<file path="config.mk">
export PLATFORM = sky130hd
export DESIGN_NAME = rtsc_top
export DESIGN_NICKNAME = d
export VERILOG_FILES = /design/src/rtl/rtsc_pkg.sv /design/src/rtl/rtsc_top.sv
export SDC_FILE = /design/constraint.sdc
export NUM_CORES = 2
export LEC_CHECK = 0
export BUFFER_PORTS_ARGS = -buffer_cell sky130_fd_sc_hd__buf_2
export CAP_MARGIN = 20
export CORE_MARGIN = 4
export CORE_UTILIZATION = 64
export DETAILED_ROUTE_END_ITERATION = 16
export GPL_TIMING_DRIVEN = 0
export PLACE_DENSITY = 0.86
export SYNTH_ARGS = -nofsm -noshare
export SYNTH_HDL_FRONTEND = slang
export SYNTH_SLANG_ARGS = --single-unit
</file>
<file path="constraint.sdc">
create_clock -name clk_i -period 16.6 [get_ports clk_i]
set_input_delay 3.32 -clock clk_i [delete_from_list [all_inputs] [get_ports clk_i]]
set_output_delay 3.32 -clock clk_i [all_outputs]
set_load 0.01 [all_outputs]
</file>
<file path="src/rtl/rtsc_pkg.sv">
package rtsc_pkg;
	// ----------------------------------------
	// register map (word offsets as byte addresses)
	// ----------------------------------------
	localparam logic [7:0] ADDR_CTRL = 8'h00;
	localparam logic [7:0] ADDR_GAIN = 8'h04;
	localparam logic [7:0] ADDR_BLACK = 8'h08;
	localparam logic [7:0] ADDR_EXPOSURE = 8'h0c;
	localparam logic [7:0] ADDR_PERIOD = 8'h10;
	localparam logic [7:0] ADDR_PRETRIG = 8'h14;
	localparam logic [7:0] ADDR_DEPTH = 8'h18;
	localparam logic [7:0] ADDR_CMD = 8'h1c;
	localparam logic [7:0] ADDR_STATUS = 8'h20;
	localparam logic [7:0] ADDR_STAMP = 8'h24;
	localparam logic [7:0] ADDR_TIME = 8'h28;
	localparam logic [7:0] ADDR_APPLY = 8'h2c;
	localparam logic [7:0] ADDR_SYNC_TMO = 8'h30;
	localparam logic [7:0] ADDR_CONTRAST = 8'h34;
	// ctrl bit positions
	localparam int CTRL_CIRC = 0;
	localparam int CTRL_SYNC_IN = 1;
	localparam int CTRL_TCODE = 2;
	localparam int CTRL_OUT_ARM = 3;
	localparam int CTRL_ARM_LOW = 4;
	localparam int CTRL_LOWLIGHT = 5;
	localparam int CTRL_GAIN_LIMIT4 = 6;
	// command bits
	localparam int CMD_START = 0;
	localparam int CMD_STOP = 1;
	// ----------------------------------------
	// limits and reset values
	// ----------------------------------------
	localparam logic [1:0] GAIN_STEP_MAX = 2'h3;
	localparam logic [7:0] BLACK_MAX = 8'hff;
	localparam logic [9:0] LOWLIGHT_EXP_MAX_MS = 10'h3ff;
	localparam logic [15:0] NORMAL_EXP_MAX_US = 16'h03e8;
	localparam int CLK_HZ = 50000000;
	localparam int US_CYCLES = CLK_HZ / 1000000;
	localparam int MS_CYCLES = CLK_HZ / 1000;
	localparam int TCODE_BIT_MS = 10;
	localparam int TCODE_BIT_CYCLES = TCODE_BIT_MS * MS_CYCLES;
	localparam int TCODE_ONE_MS = 5;
	localparam int TCODE_MARK_MS = 8;
	localparam logic [31:0] PERIOD_RESET = 32'h0000c350;
	localparam logic [31:0] SYNC_TMO_RESET = 32'h02faf080;
	localparam logic [15:0] EXP_RESET = 16'h0064;
	localparam logic [7:0] BLACK_RESET = 8'h10;
	localparam logic [7:0] CONTRAST_RESET = 8'h80;
	localparam logic [15:0] DEPTH_RESET = 16'h0400;
	localparam logic [15:0] PRETRIG_RESET = 16'h0200;

	typedef enum logic [2:0] {
		REC_IDLE = 3'b000,
		REC_FILL = 3'b001,
		REC_ARMED = 3'b011,
		REC_POST = 3'b010,
		REC_DONE = 3'b110
	} rtsc_rec_type;
endpackage : rtsc_pkg

</file>
<file path="src/rtl/rtsc_top.sv">
// How it works
// - gain is one of four steps, top step 8x or 4x by model
// - black level 0..255 written, zero-dark offset output
// - low-light mode stretches exposure to ms, values written while it is on capped at 1023 ms
// - any recording start drops low-light mode
// - sync-in enabled without pulses records nothing and flags timeout
// - time-code input demodulated into pulse widths and decoded
// - time shown as day ttt then hh:mm:ss in bcd
// - free-running frame timebase restarts at each one-second marker
// - one output pin carries exposure sync or ready-for-trigger
// - exposure sync high during each frame exposure
// - ready-for-trigger asserted while armed in circular mode
// - ready-for-trigger polarity selectable, exposure sync unaffected
// - non-circular records until buffer full then stops
// - non-circular start only from host command
// - circular ring buffer keeps pre-trigger count, rest post-trigger
// - trigger-relative stamps, first frame after trigger is zero
// - circular start from switch or host start
// - circular trigger from switch, external input or host stop
// - state led flashes while armed, stops at trigger
// - complete only after all post-trigger frames
// - buffer depth and rate latch only on apply, others at once
module rtsc_top #(
	parameter int DEPTH_W = 16,
	parameter logic [31:0] TCODE_BIT_CYC = 32'(rtsc_pkg::TCODE_BIT_CYCLES)
) (
	input wire logic clk_i,
	input wire logic rst_i,
	input wire logic [7:0] wb_adr_i,
	input wire logic [31:0] wb_dat_i,
	output logic [31:0] wb_dat_o,
	input wire logic wb_we_i,
	input wire logic [3:0] wb_sel_i,
	input wire logic wb_cyc_i,
	input wire logic wb_stb_i,
	output logic wb_ack_o,
	input wire logic trig_in_i,
	input wire logic switch_i,
	input wire logic sync_in_i,
	input wire logic tcode_in_i,
	output logic sync_arm_o,
	output logic led_flash_o,
	output logic frame_store_o,
	output logic [DEPTH_W-1:0] frame_addr_o,
	output logic [1:0] gain_step_o,
	output logic [7:0] black_level_o,
	output logic [7:0] contrast_reference_o,
	output logic [19:0] exposure_o,
	output logic [31:0] period_o
);
	typedef struct packed {
		logic ack;
		logic [31:0] rdata;
		logic [6:0] ctrl;
		logic [1:0] gain;
		logic [7:0] black;
		logic [7:0] contrast;
		logic [15:0] exp_val;
		logic [31:0] period_shadow;
		logic [31:0] period;
		logic [15:0] depth_shadow;
		logic [15:0] depth;
		logic [15:0] pretrig;
		logic [31:0] sync_tmo;
		rtsc_pkg::rtsc_rec_type rec;
		logic [2:0] trig_s;
		logic [2:0] sw_s;
		logic [2:0] sync_s;
		logic [2:0] tc_s;
		logic [31:0] frame_cnt;
		logic [31:0] exp_cnt;
		logic [31:0] tmo_cnt;
		logic timeout;
		logic [DEPTH_W-1:0] wr_ptr;
		logic [DEPTH_W-1:0] filled;
		logic [DEPTH_W-1:0] post_left;
		logic [31:0] stamp;
		logic [24:0] flash_cnt;
		logic expose;
		logic store;
		logic [31:0] tc_hi;
		logic [31:0] tc_len;
		logic tc_prev_mark;
		logic [6:0] tc_bit;
		logic [40:0] tc_sh;
		logic [29:0] tc_time;
		logic sec_mark;
	} rtsc_state_type;

	rtsc_state_type s_reg;
	rtsc_state_type s_next;

	logic wr;
	logic rd;
	logic trig_rise;
	logic sw_rise;
	logic sync_rise;
	logic tc_fall;
	logic host_start;
	logic host_stop;
	logic frame_tick;
	logic [31:0] exp_cyc;
	logic [31:0] tc_ms;

	always_comb begin
		// ----------------------------------------
		// bus access and input edges
		// ----------------------------------------
		wr = wb_cyc_i & wb_stb_i & wb_we_i & ~s_reg.ack;
		rd = wb_cyc_i & wb_stb_i & ~wb_we_i & ~s_reg.ack;
		trig_rise = s_reg.trig_s[1] & ~s_reg.trig_s[2];
		sw_rise = s_reg.sw_s[1] & ~s_reg.sw_s[2];
		sync_rise = s_reg.sync_s[1] & ~s_reg.sync_s[2];
		tc_fall = ~s_reg.tc_s[1] & s_reg.tc_s[2];
		host_start = wr & (wb_adr_i == rtsc_pkg::ADDR_CMD) & wb_sel_i[0] & wb_dat_i[rtsc_pkg::CMD_START];
		host_stop = wr & (wb_adr_i == rtsc_pkg::ADDR_CMD) & wb_sel_i[0] & wb_dat_i[rtsc_pkg::CMD_STOP];
		// low-light exposure is in ms, normal in us
		if (s_reg.ctrl[rtsc_pkg::CTRL_LOWLIGHT]) begin
			exp_cyc = 32'(s_reg.exp_val) * 32'(rtsc_pkg::MS_CYCLES);
		end else begin
			exp_cyc = 32'(s_reg.exp_val) * 32'(rtsc_pkg::US_CYCLES);
		end
		// sync-in frames follow the master alone; the free-running period is not used
		if (s_reg.ctrl[rtsc_pkg::CTRL_SYNC_IN]) begin
			frame_tick = sync_rise;
		end else begin
			frame_tick = (s_reg.frame_cnt >= s_reg.period - 32'h1) | s_reg.sec_mark;
		end
		tc_ms = s_reg.tc_len / 32'(rtsc_pkg::MS_CYCLES);

		s_next = s_reg;
		s_next.ack = wb_cyc_i & wb_stb_i & ~s_reg.ack;
		s_next.trig_s = {s_reg.trig_s[1:0], trig_in_i};
		s_next.sw_s = {s_reg.sw_s[1:0], switch_i};
		s_next.sync_s = {s_reg.sync_s[1:0], sync_in_i};
		s_next.tc_s = {s_reg.tc_s[1:0], tcode_in_i};
		s_next.sec_mark = 1'b0;
		s_next.store = 1'b0;

		// ----------------------------------------
		// register writes
		// ----------------------------------------
		if (wr & wb_sel_i[0]) begin
			unique case (wb_adr_i)
				rtsc_pkg::ADDR_CTRL: s_next.ctrl = wb_dat_i[6:0];
				rtsc_pkg::ADDR_GAIN: begin
					// top step refused on the 4x models, step 2 taken instead
					if (s_reg.ctrl[rtsc_pkg::CTRL_GAIN_LIMIT4] && wb_dat_i[1:0] == rtsc_pkg::GAIN_STEP_MAX) begin
						s_next.gain = 2'h2;
					end else begin
						s_next.gain = wb_dat_i[1:0];
					end
				end
				rtsc_pkg::ADDR_BLACK: s_next.black = wb_dat_i[7:0];
				rtsc_pkg::ADDR_CONTRAST: s_next.contrast = wb_dat_i[7:0];
				rtsc_pkg::ADDR_EXPOSURE: begin
					s_next.exp_val = wb_dat_i[15:0];
					if (wb_dat_i[15:0] > 16'(rtsc_pkg::LOWLIGHT_EXP_MAX_MS) && s_reg.ctrl[rtsc_pkg::CTRL_LOWLIGHT]) begin
						s_next.exp_val = 16'(rtsc_pkg::LOWLIGHT_EXP_MAX_MS);
					end
				end
				rtsc_pkg::ADDR_PERIOD: s_next.period_shadow = wb_dat_i;
				rtsc_pkg::ADDR_DEPTH: s_next.depth_shadow = wb_dat_i[15:0];
				rtsc_pkg::ADDR_PRETRIG: s_next.pretrig = wb_dat_i[15:0];
				rtsc_pkg::ADDR_SYNC_TMO: s_next.sync_tmo = wb_dat_i;
				rtsc_pkg::ADDR_APPLY: begin
					// apply invalidates the stored sequence
					s_next.period = s_reg.period_shadow;
					s_next.depth = s_reg.depth_shadow;
					s_next.rec = rtsc_pkg::REC_IDLE;
					s_next.filled = '0;
				end
				default: begin
				end
			endcase
		end
		// read data is registered so it stands with ack and holds until the next read
		if (rd) begin
			unique case (wb_adr_i)
				rtsc_pkg::ADDR_CTRL: s_next.rdata = {25'h0, s_reg.ctrl};
				rtsc_pkg::ADDR_GAIN: s_next.rdata = {30'h0, s_reg.gain};
				rtsc_pkg::ADDR_BLACK: s_next.rdata = {24'h0, s_reg.black};
				rtsc_pkg::ADDR_CONTRAST: s_next.rdata = {24'h0, s_reg.contrast};
				rtsc_pkg::ADDR_EXPOSURE: s_next.rdata = {16'h0, s_reg.exp_val};
				rtsc_pkg::ADDR_PERIOD: s_next.rdata = s_reg.period;
				rtsc_pkg::ADDR_DEPTH: s_next.rdata = {16'h0, s_reg.depth};
				rtsc_pkg::ADDR_PRETRIG: s_next.rdata = {16'h0, s_reg.pretrig};
				rtsc_pkg::ADDR_SYNC_TMO: s_next.rdata = s_reg.sync_tmo;
				rtsc_pkg::ADDR_STATUS: s_next.rdata = {27'h0, s_reg.timeout, 1'b0, s_reg.rec};
				rtsc_pkg::ADDR_STAMP: s_next.rdata = s_reg.stamp;
				rtsc_pkg::ADDR_TIME: s_next.rdata = {2'h0, s_reg.tc_time};
				default: s_next.rdata = '0;
			endcase
		end

		// ----------------------------------------
		// frame timebase and exposure
		// ----------------------------------------
		if (frame_tick) begin
			s_next.frame_cnt = '0;
			s_next.exp_cnt = '0;
			s_next.expose = 1'b1;
		end else begin
			s_next.frame_cnt = s_reg.frame_cnt + 32'h1;
			if (s_reg.expose) begin
				s_next.exp_cnt = s_reg.exp_cnt + 32'h1;
				if (s_reg.exp_cnt + 32'h1 >= exp_cyc) begin
					s_next.expose = 1'b0;
					s_next.store = 1'b1;
				end
			end
		end
		// missing master pulses stall capture and raise timeout
		if (!s_reg.ctrl[rtsc_pkg::CTRL_SYNC_IN] || sync_rise) begin
			s_next.tmo_cnt = '0;
			s_next.timeout = 1'b0;
		end else if (s_reg.tmo_cnt >= s_reg.sync_tmo) begin
			s_next.timeout = 1'b1;
		end else begin
			s_next.tmo_cnt = s_reg.tmo_cnt + 32'h1;
		end

		// ----------------------------------------
		// recording sequencer
		// ----------------------------------------
		unique case (s_reg.rec)
			rtsc_pkg::REC_IDLE, rtsc_pkg::REC_DONE: begin
				if (host_start || (sw_rise && s_reg.ctrl[rtsc_pkg::CTRL_CIRC])) begin
					s_next.ctrl[rtsc_pkg::CTRL_LOWLIGHT] = 1'b0;
					s_next.wr_ptr = '0;
					s_next.filled = '0;
					s_next.stamp = '0;
					s_next.rec = s_reg.ctrl[rtsc_pkg::CTRL_CIRC] ? rtsc_pkg::REC_ARMED : rtsc_pkg::REC_FILL;
				end
			end
			rtsc_pkg::REC_FILL: begin
				if (store_ok()) begin
					s_next.wr_ptr = s_reg.wr_ptr + 1'b1;
					s_next.filled = s_reg.filled + 1'b1;
					if (s_reg.filled + 1'b1 >= DEPTH_W'(s_reg.depth)) begin
						s_next.rec = rtsc_pkg::REC_DONE;
					end
				end
			end
			rtsc_pkg::REC_ARMED: begin
				if (store_ok()) begin
					s_next.wr_ptr = (s_reg.wr_ptr + 1'b1 >= DEPTH_W'(s_reg.depth)) ? '0 : s_reg.wr_ptr + 1'b1;
				end
				if (sw_rise || trig_rise || host_stop) begin
					s_next.post_left = DEPTH_W'(s_reg.depth) - DEPTH_W'(s_reg.pretrig);
					s_next.stamp = '0;
					s_next.rec = rtsc_pkg::REC_POST;
				end else if (store_ok()) begin
					s_next.stamp = s_reg.stamp - 32'h1;
				end
			end
			rtsc_pkg::REC_POST: begin
				if (store_ok()) begin
					s_next.wr_ptr = (s_reg.wr_ptr + 1'b1 >= DEPTH_W'(s_reg.depth)) ? '0 : s_reg.wr_ptr + 1'b1;
					s_next.stamp = s_reg.stamp + 32'h1;
					s_next.post_left = s_reg.post_left - 1'b1;
					if (s_reg.post_left <= 1) begin
						s_next.rec = rtsc_pkg::REC_DONE;
					end
				end
			end
		endcase
		s_next.flash_cnt = (s_reg.rec == rtsc_pkg::REC_ARMED) ? s_reg.flash_cnt + 1'b1 : '0;

		// ----------------------------------------
		// time-code: pulse width per 10 ms bit cell
		// ----------------------------------------
		if (s_reg.ctrl[rtsc_pkg::CTRL_TCODE]) begin
			s_next.tc_len = s_reg.tc_len + 32'h1;
			if (s_reg.tc_s[1]) begin
				s_next.tc_hi = s_reg.tc_len + 32'h1;
			end
			if (s_reg.tc_len >= TCODE_BIT_CYC - 32'h1 || (tc_fall && s_reg.tc_len > 32'h1)) begin
				s_next.tc_len = '0;
			end
			if (tc_fall) begin
				// two marker cells in a row open a new second
				if (tc_ms >= 32'(rtsc_pkg::TCODE_MARK_MS)) begin
					if (s_reg.tc_prev_mark) begin
						s_next.tc_bit = '0;
						s_next.sec_mark = 1'b1;
						s_next.tc_time = {s_reg.tc_sh[40:31], s_reg.tc_sh[28:23], s_reg.tc_sh[16:10], s_reg.tc_sh[7:1]};
					end
					s_next.tc_prev_mark = 1'b1;
				end else begin
					s_next.tc_prev_mark = 1'b0;
					s_next.tc_sh = {(tc_ms >= 32'(rtsc_pkg::TCODE_ONE_MS)), s_reg.tc_sh[40:1]};
					s_next.tc_bit = s_reg.tc_bit + 7'h1;
				end
			end
		end

		if (rst_i) begin
			s_next = '0;
			s_next.gain = '0;
			s_next.black = rtsc_pkg::BLACK_RESET;
			s_next.contrast = rtsc_pkg::CONTRAST_RESET;
			s_next.exp_val = rtsc_pkg::EXP_RESET;
			s_next.period = rtsc_pkg::PERIOD_RESET;
			s_next.period_shadow = rtsc_pkg::PERIOD_RESET;
			s_next.depth = rtsc_pkg::DEPTH_RESET;
			s_next.depth_shadow = rtsc_pkg::DEPTH_RESET;
			s_next.pretrig = rtsc_pkg::PRETRIG_RESET;
			s_next.sync_tmo = rtsc_pkg::SYNC_TMO_RESET;
			s_next.rec = rtsc_pkg::REC_IDLE;
		end
	end

	function automatic logic store_ok();
		// capture halts while sync is timed out
		return s_reg.store & ~s_reg.timeout;
	endfunction : store_ok

	always_ff @(posedge clk_i) begin
		s_reg <= s_next;
	end

	// ----------------------------------------
	// outputs
	// ----------------------------------------
	assign wb_ack_o = s_reg.ack;
	assign wb_dat_o = s_reg.rdata;
	assign sync_arm_o = s_reg.ctrl[rtsc_pkg::CTRL_OUT_ARM]
		? ((s_reg.rec == rtsc_pkg::REC_ARMED) ^ s_reg.ctrl[rtsc_pkg::CTRL_ARM_LOW])
		: s_reg.expose;
	assign led_flash_o = (s_reg.rec == rtsc_pkg::REC_ARMED) & s_reg.flash_cnt[24];
	assign frame_store_o = store_ok() & (s_reg.rec != rtsc_pkg::REC_IDLE) & (s_reg.rec != rtsc_pkg::REC_DONE);
	assign frame_addr_o = s_reg.wr_ptr;
	assign gain_step_o = s_reg.gain;
	assign black_level_o = s_reg.black;
	assign contrast_reference_o = s_reg.contrast;
	assign exposure_o = exp_cyc[19:0];
	assign period_o = s_reg.period;
endmodule : rtsc_top

</file>
==> reports/metrics.yaml <==
vias_per_cell: 6.52
seq_area_sq_um: 10800
gp_congestion: 1.04
finalHoldViolations: 0
grt_first_pass_wirelength_mm: 215
rows: 93
hold_depth: 1
fin_crit_ns: 16.39
fillCellCount: 4989
cts_tree: "built"
first_pass_iters: 10
reg2reg_to: "s_reg[71]$_SDFFE_PP0P_"
r2r-start: "s_reg[111]$_SDFFE_PP0P_"
rr_worst_depth: 63
post-route-util: 0.729
yosysUniqueCellTypes: 132
finClkSkew_ns: 0.0252
period_share: 0.987
cts_made_buffers: 56
clk_path_buf_depth: 3
wl_mm: 141
maxCapViolations: 0
multi_input_area_sq_um: 29000
cts.sinks: 541
initial_core_util: 0.648
syn_area_per_cell_sq_um: 7.64
tns_ns: 0
status: "completed"
synth_largest_area_cell: "dfxtp_1"
path_clk_slew_ns: 0.07
dieHeight_um: 264
num_vias: 43505
hold_path_end: "s_reg[358]$_SDFF_PP0_"
final_nets: 6148
cts-root-buf: "clkbuf_16"
synth_fp_nets: 5863
clock_latency_ns: 0.65
max_slew_margin: 0.172
tightest_slew_ns: 1.24
wl_met2_mm: 61.8
place_hpwl_mm: 105
crit_path_max_fanout: 10
synth_area_sq_um: 41900
grt_max_degree: 16
slowest_delay_ns: 0.59
antenna_found_initial: 8
synth_area_leaders: "dfxtp_1, ha_1, nand2_1"
synthTopCellsByCount: "nand2_1, nor2_1, dfxtp_1"
synth_seq_area_share: 0.259
dieArea_sq_um: 69600
drive_gt1_frac: 0.119
drtIter0Drc: 5936
powerDensity_nw_per_um2: 56.7
synth_edf_count: 0
m1WireLength_mm: 53.8
avgRoutedWirePerCell_um: 21.2
largest_reg_flops: 442
ff2ff_setup_slack_ns: 0.21
slew_viol_final: 0
worst-setup-path-type: "register to register"
ys_ff_latch: 541
peakVddDrop_uv: 72.8
synth_top_area_frac: 0.259
setup-violations-final: 0
grt.total_usage: 0.376
hold_slack_ns: 0.436
cp-end-kind: "register"
portBuffers: 164
synth.most_common_cell: "nand2_1"
hold_class: "register to register"
wl_met3_mm: 16.2
crit_path_frequent_cell: "buf_4"
die_w_um: 264
htreeDepth: 2
ys_async_sr_fraction: 0
drcViolationCount: 0
leakage_uw: 0.0195
syn_inst: 5479
arrival_ns: 16.87
io-pin-count: 175
area_growth_pct: 12.4
top_layer: "met5"
max_freq_mhz: 61.0
ys.flop_type: "dfxtp_1"
hold_start: "s_reg[357]$_SDFF_PP0_"
core-area_sq_um: 64600
ys_warn_count: 0
grt_pass1_vias: 39739
required_ns: 17.08
critPathLaunchType: "register"
overflow: 0
slowest_stage: "or4_4"
antenna_left: 0
-- logic make-up (layout without fill, tap and decap cells) --
logic type,count (synthesis),in the layout,share of synthesized area
and+or+nand+nor,2113,2113,0.237
other,1,7,0.0000896
AOI/OAI and AO/OA,1358,1359,0.221
DFF,541,541,0.259
xor gates and xnor gates,354,354,0.0751
muxes,110,110,0.0272
buffers and inverters,666,994,0.0701
adders and majority gates,336,336,0.111
-- worst max path at each step --
stage	to	startpoint	slack [ns]	cells past startpoint
after floorplan	s_reg[71]$_SDFFE_PP0P_	s_reg[111]$_SDFFE_PP0P_	1.94	61
after global placement	s_reg[71]$_SDFFE_PP0P_	s_reg[102]$_SDFFE_PP0P_	-0.63	58
after CTS	s_reg[71]$_SDFFE_PP0P_	s_reg[111]$_SDFFE_PP0P_	0.01	62
after global routing	s_reg[71]$_SDFFE_PP0P_	s_reg[107]$_SDFFE_PP0P_	-0.34	61
after detailed placement	s_reg[71]$_SDFFE_PP0P_	s_reg[111]$_SDFFE_PP0P_	-0.80	60
final	s_reg[71]$_SDFFE_PP0P_	s_reg[111]$_SDFFE_PP0P_	0.21	63
-- repair_timing --
item,4_1_cts,5_1_grt
setup endpoints to repair,41,72
resized for setup,33,163
pin swaps,6,49
cloned,0,2
buffers inserted,5,62
hold buffers,0,0
-- per-layer routing --
layer  up-vias  global-route usage
met5         -                   0
met3       655              0.0803
li1      19860                   -
met2      2638               0.601
met4         8               0.188
met1     20344               0.483
-- critical path: cells and delay by family, from the launching register on --
family	cells	cell delay, ns
flops	1	0.31
mux	5	1.86
compound gates	31	7.66
simple gates	17	4.61
buf+inv	9	1.59
xor+xnor	1	0.17
-- power breakdown --
part / switching, uW / internal [uW] / total, uW
logic: 53.5 / 13.1 / 66.7
clock network: 575 / 724 / 1300
registers: 1.80 / 1300 / 1300
total: 630 / 2040 / 2670
-- through the flow --
stage,instance area [sq um],std cells,worst slack (ns),total power (uW)
floorplan,41900,5479,1.94,1360
global placement,43800,6498,-0.626,1390
detailed placement,43800,6499,-0.797,1390
CTS,45800,6606,0.0114,2670
global route,47100,6666,-0.339,2720
finish,47100,6669,0.208,2670
-- layout make-up --
class | count | share of cell area
flip-flops and latches | 541 | 0.230
repair buffers | 233 | 0.0287
inverters | 282 | 0.0225
plain buffers | 377 | 0.0400
clock inverters | 28 | 0.00651
diodes | 6 | 0.000319
clock buffers | 74 | 0.0329
well taps | 855 | 0.0227
multi-input cells | 4273 | 0.616
-- placed cells by master, fill, tap and decap left out, types with 15 or more instances in the layout --
master and count:
nand2_1 731, nor2_1 560, dfxtp_1 541, a21oi_1 451
inv_1 276, ha_1 273, clkbuf_1 239, buf_2 176
buf_4 172, xor2_1 169, o21ai_0 166, xnor2_1 164
nand3_1 137, nor3_1 96, and3_1 91, mux2i_1 82
nand2b_1 75, a21o_1 71, a31oi_1 70, a211oi_1 68
nor2b_1 64, nand3b_1 63, nand4_1 61, fa_1 58
clkbuf_16 57, or3_1 53, a22oi_1 52, a222oi_1 41
and2_1 40, o22ai_1 33, o211ai_1 33, o21bai_1 32
nor4_1 22, or4_1 18, or2_2 16, o21a_1 16
a221oi_1 15, o31ai_1 15
Note: power is estimated with default switching activity, not from simulation.
